`src/design/sfls_pkg.sv`:
```
// Constants shared by the startup fault LED signaller
package sfls_pkg;
   // Timing: clock in Hz, intervals in milliseconds and in clock cycles, code width in bits
   localparam int unsigned CLK_HZ          = 125_000_000;
   localparam int unsigned LIT_TIME_MS     = 900;
   localparam int unsigned DARK_TIME_MS    = 100;
   localparam int unsigned GAP_TIME_MS     = 1000;
   localparam int unsigned CYC_PER_MS      = CLK_HZ / 1000;
   localparam int unsigned LIT_CYCLES      = LIT_TIME_MS * CYC_PER_MS;
   localparam int unsigned DARK_CYCLES     = DARK_TIME_MS * CYC_PER_MS;
   localparam int unsigned GAP_CYCLES      = GAP_TIME_MS * CYC_PER_MS;
   localparam int unsigned CODE_BITS       = 8;

   // Presence byte
   localparam logic [7:0] PRESENCE_BOOT_VALUE = 8'h41;

   // Fault codes
   localparam logic [7:0] BIT_TEST_FAIL_BYTE   = 8'h01;
   localparam logic [7:0] BIT_TEST_FAIL_HALF   = 8'h02;
   localparam logic [7:0] BIT_TEST_FAIL_WORD   = 8'h03;
   localparam logic [7:0] ADDR_TEST_FAIL_BYTE  = 8'h04;
   localparam logic [7:0] ADDR_TEST_FAIL_HALF  = 8'h05;
   localparam logic [7:0] ADDR_TEST_FAIL_WORD  = 8'h06;
   localparam logic [7:0] SCAN_DOWNLOAD_FAIL   = 8'h10;
   localparam logic [7:0] SCAN_UNKNOWN_ERROR   = 8'h11;
   localparam logic [7:0] SCAN_OUTPUT_MISMATCH = 8'h12;
   localparam logic [7:0] SCAN_RETRY_EXHAUSTED = 8'h13;
   localparam logic [7:0] SCAN_BAD_COMMAND     = 8'h14;
   localparam logic [7:0] SCAN_BAD_STATE_MOVE  = 8'h15;
   localparam logic [7:0] SCAN_SHIFT_OVERFLOW  = 8'h16;

   // Fault causes, one per documented code
   typedef enum logic [3:0] {
      SFLS_BIT8, SFLS_BIT16, SFLS_BIT32, SFLS_ADDR8, SFLS_ADDR16, SFLS_ADDR32,
      SFLS_SCAN_DL, SFLS_SCAN_UNK, SFLS_SCAN_MIS, SFLS_SCAN_RETRY, SFLS_SCAN_CMD,
      SFLS_SCAN_STATE, SFLS_SCAN_OVF
   } sfls_cause_e;
endpackage

```
`src/design/sfls_top.sv`:
```
// Startup fault LED signaller: flash code serialiser, presence byte, watchdog flag
`timescale 1ns/10ps
`default_nettype none

module sfls_top #(
   parameter int unsigned LIT_CYC  = sfls_pkg::LIT_CYCLES,
   parameter int unsigned DARK_CYC = sfls_pkg::DARK_CYCLES,
   parameter int unsigned GAP_CYC  = sfls_pkg::GAP_CYCLES
) (
   // Clock and reset
   input  wire logic       ref_clk_in,
   input  wire logic       resetn_in,
   // Self-test results
   input  wire logic       fault_valid_in,
   input  wire logic [3:0] fault_cause_in,
   input  wire logic       boot_ok_in,
   // Firmware presence byte override
   input  wire logic       presence_wr_in,
   input  wire logic [7:0] presence_data_in,
   // Run state
   input  wire logic       card_stopped_in,
   input  wire logic       fw_error_in,
   input  wire logic       watchdog_expired_in,
   input  wire logic       watchdog_clear_in,
   // Outputs
   output logic            led_green_out,
   output logic            led_red_out,
   output logic [7:0]      presence_byte_out,
   output logic            watchdog_expired_flag_out,
   output logic            flashing_out
);

   ////////////////////////////////////////////////////////////////////////////
   // Reset synchroniser

   logic rst_meta_q;
   logic rst_n_q;

   always_ff @(posedge ref_clk_in or negedge resetn_in)
   begin
      if (!resetn_in)
      begin
         rst_meta_q <= 1'b0;
         rst_n_q    <= 1'b0;
      end
      else
      begin
         rst_meta_q <= 1'b1;
         rst_n_q    <= rst_meta_q;
      end
   end

   ////////////////////////////////////////////////////////////////////////////
   // Cause to code mapping

   function automatic logic [7:0] cause_to_code(input logic [3:0] cause);
      logic [7:0] code;
      code = 8'h00;
      case (cause)
         4'(sfls_pkg::SFLS_BIT8):       code = sfls_pkg::BIT_TEST_FAIL_BYTE;
         4'(sfls_pkg::SFLS_BIT16):      code = sfls_pkg::BIT_TEST_FAIL_HALF;
         4'(sfls_pkg::SFLS_BIT32):      code = sfls_pkg::BIT_TEST_FAIL_WORD;
         4'(sfls_pkg::SFLS_ADDR8):      code = sfls_pkg::ADDR_TEST_FAIL_BYTE;
         4'(sfls_pkg::SFLS_ADDR16):     code = sfls_pkg::ADDR_TEST_FAIL_HALF;
         4'(sfls_pkg::SFLS_ADDR32):     code = sfls_pkg::ADDR_TEST_FAIL_WORD;
         4'(sfls_pkg::SFLS_SCAN_DL):    code = sfls_pkg::SCAN_DOWNLOAD_FAIL;
         4'(sfls_pkg::SFLS_SCAN_UNK):   code = sfls_pkg::SCAN_UNKNOWN_ERROR;
         4'(sfls_pkg::SFLS_SCAN_MIS):   code = sfls_pkg::SCAN_OUTPUT_MISMATCH;
         4'(sfls_pkg::SFLS_SCAN_RETRY): code = sfls_pkg::SCAN_RETRY_EXHAUSTED;
         4'(sfls_pkg::SFLS_SCAN_CMD):   code = sfls_pkg::SCAN_BAD_COMMAND;
         4'(sfls_pkg::SFLS_SCAN_STATE): code = sfls_pkg::SCAN_BAD_STATE_MOVE;
         4'(sfls_pkg::SFLS_SCAN_OVF):   code = sfls_pkg::SCAN_SHIFT_OVERFLOW;
         default:                       code = 8'h00;
      endcase
      return code;
   endfunction

   ////////////////////////////////////////////////////////////////////////////
   // Fault capture: first fatal fault wins, held until reset

   logic [7:0] code_q;
   logic       armed_q;
   logic [7:0] new_code;

   // Unknown causes give zero and are dropped, so reserved codes never appear
   assign new_code = cause_to_code(fault_cause_in);

   always_ff @(posedge ref_clk_in or negedge rst_n_q)
   begin
      if (!rst_n_q)
      begin
         code_q  <= 8'h00;
         armed_q <= 1'b0;
      end
      else if (!armed_q && fault_valid_in && new_code != 8'h00)
      begin
         code_q  <= new_code;
         armed_q <= 1'b1;
      end
   end

   ////////////////////////////////////////////////////////////////////////////
   // Flash sequencer

   typedef enum logic [1:0] {SFLS_IDLE, SFLS_LIT, SFLS_DARK, SFLS_GAP} sfls_state_e;

   sfls_state_e state_q;
   logic [31:0] tmr_q;
   logic [2:0]  bit_q;
   logic        tmr_done;

   assign tmr_done = (tmr_q == 32'h0000_0000);

   always_ff @(posedge ref_clk_in or negedge rst_n_q)
   begin
      if (!rst_n_q)
      begin
         state_q <= SFLS_IDLE;
         tmr_q   <= 32'h0000_0000;
         bit_q   <= 3'h7;
      end
      else
      begin
         case (state_q)
            SFLS_IDLE:
            begin
               if (armed_q)
               begin
                  state_q <= SFLS_LIT;
                  bit_q   <= 3'h7;
                  tmr_q   <= LIT_CYC - 1;
               end
            end
            SFLS_LIT:
            begin
               if (tmr_done)
               begin
                  state_q <= SFLS_DARK;
                  tmr_q   <= DARK_CYC - 1;
               end
               else
                  tmr_q <= tmr_q - 32'h1;
            end
            SFLS_DARK:
            begin
               if (!tmr_done)
                  tmr_q <= tmr_q - 32'h1;
               else if (bit_q == 3'h0)
               begin
                  state_q <= SFLS_GAP;
                  tmr_q   <= GAP_CYC - 1;
               end
               else
               begin
                  state_q <= SFLS_LIT;
                  bit_q   <= bit_q - 3'h1;
                  tmr_q   <= LIT_CYC - 1;
               end
            end
            SFLS_GAP:
            begin
               if (!tmr_done)
                  tmr_q <= tmr_q - 32'h1;
               else
               begin
                  // Loops until reset; there is no exit by design
                  state_q <= SFLS_LIT;
                  bit_q   <= 3'h7;
                  tmr_q   <= LIT_CYC - 1;
               end
            end
            default:
               state_q <= SFLS_IDLE;
         endcase
      end
   end

   ////////////////////////////////////////////////////////////////////////////
   // LED drive: flash codes override run state display

   always_ff @(posedge ref_clk_in or negedge rst_n_q)
   begin
      if (!rst_n_q)
      begin
         led_green_out <= 1'b0;
         led_red_out   <= 1'b0;
         flashing_out  <= 1'b0;
      end
      else
      begin
         flashing_out <= armed_q;
         if (state_q == SFLS_LIT)
         begin
            led_green_out <= code_q[bit_q];
            led_red_out   <= !code_q[bit_q];
         end
         else if (armed_q)
         begin
            led_green_out <= 1'b0;
            led_red_out   <= 1'b0;
         end
         else
         begin
            // Red while stopped or faulted, green when running cleanly
            led_red_out   <= card_stopped_in || fw_error_in || watchdog_expired_flag_out;
            led_green_out <= !(card_stopped_in || fw_error_in || watchdog_expired_flag_out);
         end
      end
   end

   ////////////////////////////////////////////////////////////////////////////
   // Presence byte and watchdog flag

   always_ff @(posedge ref_clk_in or negedge rst_n_q)
   begin
      if (!rst_n_q)
         presence_byte_out <= 8'h00;
      else if (presence_wr_in)
         presence_byte_out <= presence_data_in;
      else if (boot_ok_in && presence_byte_out == 8'h00)
         presence_byte_out <= sfls_pkg::PRESENCE_BOOT_VALUE;
   end

   // Set wins over clear so a timeout in the clearing cycle is kept
   always_ff @(posedge ref_clk_in or negedge rst_n_q)
   begin
      if (!rst_n_q)
         watchdog_expired_flag_out <= 1'b0;
      else if (watchdog_expired_in)
         watchdog_expired_flag_out <= 1'b1;
      else if (watchdog_clear_in)
         watchdog_expired_flag_out <= 1'b0;
   end

   ////////////////////////////////////////////////////////////////////////////
   // Assertions

   a_lit_color: assert property (@(posedge ref_clk_in) disable iff (!rst_n_q)
      state_q == SFLS_LIT |=> (led_green_out == code_q[$past(bit_q)]) && (led_red_out != led_green_out))
      else $error("LED colour does not match code bit");
   a_dark_off: assert property (@(posedge ref_clk_in) disable iff (!rst_n_q)
      (state_q == SFLS_DARK || state_q == SFLS_GAP) |=> !led_green_out && !led_red_out)
      else $error("LED lit during off interval");
   a_lit_len: assert property (@(posedge ref_clk_in) disable iff (!rst_n_q)
      $rose(state_q == SFLS_LIT) |-> (tmr_q == LIT_CYC - 1))
      else $error("Lit interval length wrong");
   a_dark_len: assert property (@(posedge ref_clk_in) disable iff (!rst_n_q)
      $rose(state_q == SFLS_DARK) |-> (tmr_q == DARK_CYC - 1))
      else $error("Dark interval length wrong");
   a_gap_after: assert property (@(posedge ref_clk_in) disable iff (!rst_n_q)
      $rose(state_q == SFLS_GAP) |-> bit_q == 3'h0 && tmr_q == GAP_CYC - 1)
      else $error("Gap not after last bit");
   a_msb_first: assert property (@(posedge ref_clk_in) disable iff (!rst_n_q)
      $past(state_q) != SFLS_DARK && $rose(state_q == SFLS_LIT) |-> bit_q == 3'h7)
      else $error("Sequence does not start at msb");
   a_bit_step: assert property (@(posedge ref_clk_in) disable iff (!rst_n_q)
      $past(state_q) == SFLS_DARK && state_q == SFLS_LIT |-> bit_q == $past(bit_q) - 3'h1)
      else $error("Bit order broken");
   a_code_legal: assert property (@(posedge ref_clk_in) disable iff (!rst_n_q)
      armed_q |-> (code_q inside {[8'h01:8'h06], [8'h10:8'h16]}))
      else $error("Reserved fault code emitted");
   a_presence_def: assert property (@(posedge ref_clk_in) disable iff (!rst_n_q)
      boot_ok_in && !presence_wr_in && presence_byte_out == 8'h00 |=> presence_byte_out == sfls_pkg::PRESENCE_BOOT_VALUE)
      else $error("Presence byte not set after boot");
   a_wdog_set: assert property (@(posedge ref_clk_in) disable iff (!rst_n_q)
      watchdog_expired_in |=> watchdog_expired_flag_out)
      else $error("Watchdog flag not set");
   a_code_held: assert property (@(posedge ref_clk_in) disable iff (!rst_n_q)
      armed_q |=> armed_q && $stable(code_q))
      else $error("Fault code changed while flashing");
   a_presence_wr: assert property (@(posedge ref_clk_in) disable iff (!rst_n_q)
      presence_wr_in |=> presence_byte_out == $past(presence_data_in))
      else $error("Presence byte write lost");
   a_flash_flag: assert property (@(posedge ref_clk_in) disable iff (!rst_n_q)
      armed_q |=> flashing_out)
      else $error("Flashing flag not raised");

   c_flash_one: cover property (@(posedge ref_clk_in) disable iff (!rst_n_q)
      state_q == SFLS_LIT && code_q[bit_q]);
   c_gap_wrap: cover property (@(posedge ref_clk_in) disable iff (!rst_n_q)
      state_q == SFLS_GAP ##1 state_q == SFLS_LIT);
   c_wdog: cover property (@(posedge ref_clk_in) disable iff (!rst_n_q)
      watchdog_expired_in && watchdog_clear_in);
   c_fw_presence: cover property (@(posedge ref_clk_in) disable iff (!rst_n_q)
      presence_wr_in && presence_data_in != 8'h41);

endmodule

`default_nettype wire

```
`config.mk`:
```
export PLATFORM = sky130hd
export DESIGN_NAME = sfls_top
export DESIGN_NICKNAME = d
export VERILOG_FILES = /design/src/design/sfls_pkg.sv /design/src/design/sfls_top.sv
export SDC_FILE = /design/constraint.sdc
export NUM_CORES = 1
export LEC_CHECK = 0
export ABC_CLOCK_PERIOD_IN_PS = 2100
export BUFFER_PORTS_ARGS = -buffer_cell sky130_fd_sc_hd__clkbuf_2
export CAP_MARGIN = 15
export CORE_MARGIN = 1
export CORE_UTILIZATION = 45
export DETAILED_ROUTE_END_ITERATION = 10
export PLACE_DENSITY = 0.62
export SYNTH_ARGS = -nofsm -noshare
export SYNTH_HDL_FRONTEND = slang
export SYNTH_SLANG_ARGS = --single-unit
```
`constraint.sdc`:
```
create_clock -name ref_clk_in -period 2.1 [get_ports ref_clk_in]
set_input_delay 0.105 -clock ref_clk_in [delete_from_list [all_inputs] [get_ports ref_clk_in]]
set_output_delay 0.105 -clock ref_clk_in [all_outputs]
set_load 0.02 [all_outputs]
```
* Word level (Yosys, flattened, before mapping)
Memories as Yosys holds them, arrays and structs flattened.
Index checks and enable logic that the tools add are counted.
** Word-level totals
- Flip-flop bits (word level) :: 60
- Memory bits (read-only) :: 64
- Input port bits :: 21
- Output and inout bits :: 12
- Logic and storage cells :: 69
- Memories :: 1
** Memories
- (no name shown) :: words 16, width 4, rd ports 1, clocked after memory_dff 0, write ports 0, RTL line sfls_top.sv:59 : case (cause)
** Cells by class
- Add/sub/neg operators :: 2
- $lt $le $gt $ge :: 1
- Eq/ne operators :: 8
- Multiplexer cells :: 27
- Reductions and logical operators :: 18
** Operators with widths (number)
- two-way mux 32 bit :: 4
- one-hot mux 32 bit (4 select lines) :: 1
- zero test 32 bit :: 1
- subtractor 32 x 1 -> 32 bit, second input constant :: 1
- two-way mux 25 bit :: 1
- two-way mux 8 bit :: 2
- two-way mux 3 bit :: 4
- two-way mux 2 bit :: 5
- inequality test 2 bit, second input constant :: 5
- one-hot mux 3 bit (3 select lines) :: 1
- zero test 8 bit :: 1
- one-hot mux 2 bit (4 select lines) :: 1
- nonzero test 8 bit :: 1
- two-way mux 1 bit :: 7
- AND reduction 5 bit :: 1
- == test 2 bit, second input constant :: 2
- less-than comparator 3 x 4 -> 1 bit, second input constant :: 1
- AND reduction 4 bit :: 1
- nonzero test 2 bit :: 2
- binary-select mux 1 bit (select 3 bit) :: 1
- logical AND 1 bit :: 3
- zero test 1 bit :: 3
- zero test 3 bit :: 1
- nonzero test 3 bit :: 1
- other kinds (4) :: 5

* Depth between registers and ports, before layout
- Depth in word-level cells :: 5
- Gate-level depth with buffers :: 10
- Mapped depth without buffers :: 8

* Least setup slack after synthesis
No wires, ideal clock.
- Kind :: register to register
- Start point :: register tmr_q[27]
- End point :: register tmr_q[6]
- Library setup time :: 0.137 ns
- Arrival :: 2.150 ns
- Data required time :: 1.963 ns
- Path slack :: -0.187 ns
- Cell stages (with the launch flop) :: 8
- Buffers on the path :: 1
- Period minus slack after synthesis :: 2.287 ns
- Cell sequence :: dfrtp_1 > or4_1 > or3_4 > nor4_4 > nor2_1 > buf_6 > a31oi_1 > a31oi_1
** On the way
- Longest elaborated chain between the ends :: 3
** Ends and longest elaborated chain
- start, declared :: RTL line sfls_top.sv:108 : logic [31:0] tmr_q;
- start signal, assigned :: RTL line sfls_top.sv:131 : tmr_q <= LIT_CYC - 1;
- start signal, assigned :: RTL line sfls_top.sv:139 : tmr_q <= DARK_CYC - 1;
- start signal, assigned :: RTL line sfls_top.sv:142 : tmr_q <= tmr_q - 32'h1;
- zero test 32 bit * :: RTL line sfls_top.sv:112 : assign tmr_done = (tmr_q == 32'h0000_0000);
- two-way mux 32 bit, on equally long branches :: RTL line sfls_top.sv:162, sfls_top.sv:136, sfls_top.sv:146
- one-hot mux 32 bit (4 select lines) * :: RTL line sfls_top.sv:124 : case (state_q)
Every way passes the cells marked *; elsewhere a longest branch is shown, timed or not.
A chain may end at the register's enable or synchronous reset.

* Worst setup path in the final report
- Start point :: register tmr_q[30]
- End point :: register tmr_q[5]
Same word-level chain as after synthesis.

==> metrics <==
gr usage total 0.247; R2R Path Start tmr_q[30]$_DFFE_PN0P_; met2 WL 4460 um; Detailed Route WL 9180 um; PortBufs 32; Avg Cell Area, Syn between 8 and 9 um2; Post-DP HPWL approximately 6400 um; TritonCTS clock tree done; area delta synth->final 36.3%; grt ovf 0; Clock Path Buffers 2; num rows 30; reg2reg setup slack -0.16 ns; Hold Crit Depth 2; largest net degree at the start of global routing 35; CP Depth 8; num ports 33; CP most frequent cell buf_4; setup_tns -1.87 ns; Pins Over Slew Limit 0; Reg2Reg Depth 8; unrepaired setup endpoints after global routing true; crit path kind flip-flop to flip-flop; largest cells by area after synthesis dfrtp_1 40%, ha_1 4.5%, a21oi_1 4.1%; Post-Synthesis Cells between 300 and 400; Clock Skew between 0.007 and 0.008 ns; Vias 3,266; Post-synth EDFFs 0; DRT antenna net count 0; Initial Util 0.478; fin crit share 1.08; root buf cell clkbuf_8; CP max FO 5; number of global-route vias before repair 3,126; Antenna Cells 0; Final WS setup -0.164 ns; dpl cells 551; post-synth top area cell dfrtp_1; FF+latch count, synth 56; Die ar. 7720 um2; DRT Pass-1 Iters 6; register area share after synthesis 0.423; fin cells 573; Slew @ Worst Pin 0.509 ns; DR iter-0 viols between 200 and 300; WHS Endpoint presence_byte_out[1]$_DFFE_PN0P_; Hold Slack roughly 0.017 ns; Syn Nets 405; top layer in use met4; DIE WIDTH 87.9 um; Worst Hold Class input pin to flip-flop; min-delay src presence_data_in[1]; maxcap violations 0; VDD IR max 0.876 mV; RR Endpoint tmr_q[5]$_DFFE_PN0P_; worst skew pair latency slightly above 0.3 ns; min Tclk post-route 2.26 ns; max incr delay on CP 0.54 ns; GPL Wtd Cong 0.818; Setup crit start kind flip-flop; share of the synthesized area in the top cell type 0.400; CP max-delay cell or4_4; Die Y 87.9 um; vias per cell 5.70; clock-pin slew on the worst setup and hold paths 0.11 ns; Met3 Routed Length 422 um; first-pass GRT wire length 14,800 um; clk sink count 56; Unique masters post-synth 64; delay-heaviest family, CP simple AND/OR/NAND/NOR gates; share of cells above drive strength 1 0.369; ys async rst share 1.00; Net count, final ~510; Max Freq 442 MHz; failing checks negative setup slack; Pleak 1.99 nW; Post-synth top flop dfrtp_1; initial antenna violation count 0; H-tree depth 2; CP required 2.28 ns; Metal-1 WL 4220 um; crit path capture type flip-flop; Worst slew margin 0.660; CTS buffer count 5; Buf/Inv on CP 2; Ys Warns 0; DRC 0; CORE AREA 6940 um2; Cell Pwr Density 1120 nW/um2; outcome complete, but fails checks; Arr. time, crit path ~2.4 ns; netlist area before placement between 3000 and 4000 um2; final total power 5.07 mW; crit-path cells or4_4 -> or3_4 -> o41ai_2 -> buf_4 -> buf_4 -> a21oi_2 -> o21ai_1 -> o211ai_1; WL/cell about 16 um; Setup Viol. Count Final 22; final hold vios 0
[cells in the final DEF, fill, tap and decap left out, drive strengths merged, types with 3 or more instances in the layout]
cell type    instances
o21ai               38
nor2b                4
dlygate4sd3          6
dfrtp               53
ha                  12
clkbuf              37
a21oi               28
o22ai                6
a31oi                5
a311oi               6
nor3                24
a211oi               3
nand2               31
nand3               14
inv                 23
dfstp                3
nor2                29
nand4                6
nor4                16
buf                 75
o211ai               3
or3                  5
nand2b               3
mux2                 9
or4                  3
[area by class of cell]
| class | instances | area [um2] |
|---|---|---|
| Tap cell | 96 | 120 |
| Clock inverter | 3 | 25.0 |
| Timing Repair Buffer | 113 | 835 |
| Multi-Input combinational cell | 279 | 1990 |
| Sequential cell | 56 | 1410 |
| Clock buffer | 5 | 68.8 |
| Fill cell | 586 | 2420 |
| Inverter | 21 | 78.8 |
[per-stage QoR]
| stage | setup slack, ns | utilization | instance area [um2] |
|---|---|---|---|
| final | -0.164 | 0.652 | 4520 |
| after global routing | -0.263 | 0.652 | 4520 |
| after CTS | -0.146 | 0.623 | 4320 |
| after detailed placement | -0.154 | 0.586 | 4070 |
| after global placement | -0.119 | 0.586 | 4070 |
| after floorplan | -0.00391 | - | 3340 |
[synth_stat cells, types with 6 or more instances]
master / count
a21oi_1: 27
clkbuf_1: 10
dfrtp_1: 53
ha_1: 12
inv_1: 21
mux2_2: 9
nand2_1: 30
nand3_1: 14
nand4_1: 6
nor2_1: 28
nor3_1: 23
nor4_1: 14
o21ai_0: 26
o21ai_1: 12
o22ai_1: 6
[repair_timing]
item                                   in CTS  in global routing
pin swaps                                   7                 15
endpoints found under the hold margin       6                  1
hold buffers                                5                  1
setup endpoints to repair                  26                 31
cloned                                      1                  1
buffers inserted                            3                  3
gates resized for setup                    23                 37
[routing by layer]
metal | vias to the layer above | GRT usage
met2 | 97 | 0.390
met1 | 1570 | 0.350
met5 | - | 0
li1 | 1589 | -
met3 | 10 | 0.0358
met4 | 0 | 0.0775
[power by group]
| part | total (mW) | internal, mW | leakage (nW) | switching (mW) |
|---|---|---|---|---|
| clock | 0.633 | 0.245 | 0.0452 | 0.388 |
| sequential | 1.57 | 1.32 | 0.681 | 0.246 |
| combinational | 2.87 | 1.31 | 1.27 | 1.57 |
[worst max path at each step]
stage,end,slack [ns],from
floorplan,tmr_q[28]$_DFFE_PN0P_,-0.004,tmr_q[4]$_DFFE_PN0P_
finish,tmr_q[5]$_DFFE_PN0P_,-0.16,tmr_q[30]$_DFFE_PN0P_
global placement,bit_q[2]$_DFFE_PN1P_,-0.12,tmr_q[30]$_DFFE_PN0P_
CTS,tmr_q[5]$_DFFE_PN0P_,-0.15,tmr_q[30]$_DFFE_PN0P_
global route,tmr_q[5]$_DFFE_PN0P_,-0.26,tmr_q[30]$_DFFE_PN0P_
detailed placement,tmr_q[5]$_DFFE_PN0P_,-0.15,tmr_q[30]$_DFFE_PN0P_
[cells by family (layout without fill, tap and decap cells)]
| family | count (synthesis) | count (layout) | synth area share |
|---|---|---|---|
| mux | 10 | 10 | 0.0373 |
| flops | 56 | 56 | 0.423 |
| fa+ha+maj | 12 | 12 | 0.0452 |
| xor+xnor | 2 | 2 | 0.00528 |
| buf+inv | 38 | 142 | 0.0498 |
| other cells | 1 | 1 | 0.00113 |
| compound gates | 110 | 110 | 0.212 |
| simple gates | 143 | 144 | 0.226 |
[flip-flops by register name (all words and copies together) (netlist names)]
| signal | count |
|---|---|
| watchdog_expired_flag_out | 1 |
| state_q | 2 |
| armed_q | 1 |
| rst_meta_q | 1 |
| rst_n_q | 1 |
| led_red_out | 1 |
| bit_q | 3 |
| led_green_out | 1 |
| tmr_q | 32 |
| presence_byte_out | 8 |
| code_q | 4 |
| flashing_out | 1 |
Power figures use the tool's default switching activity.
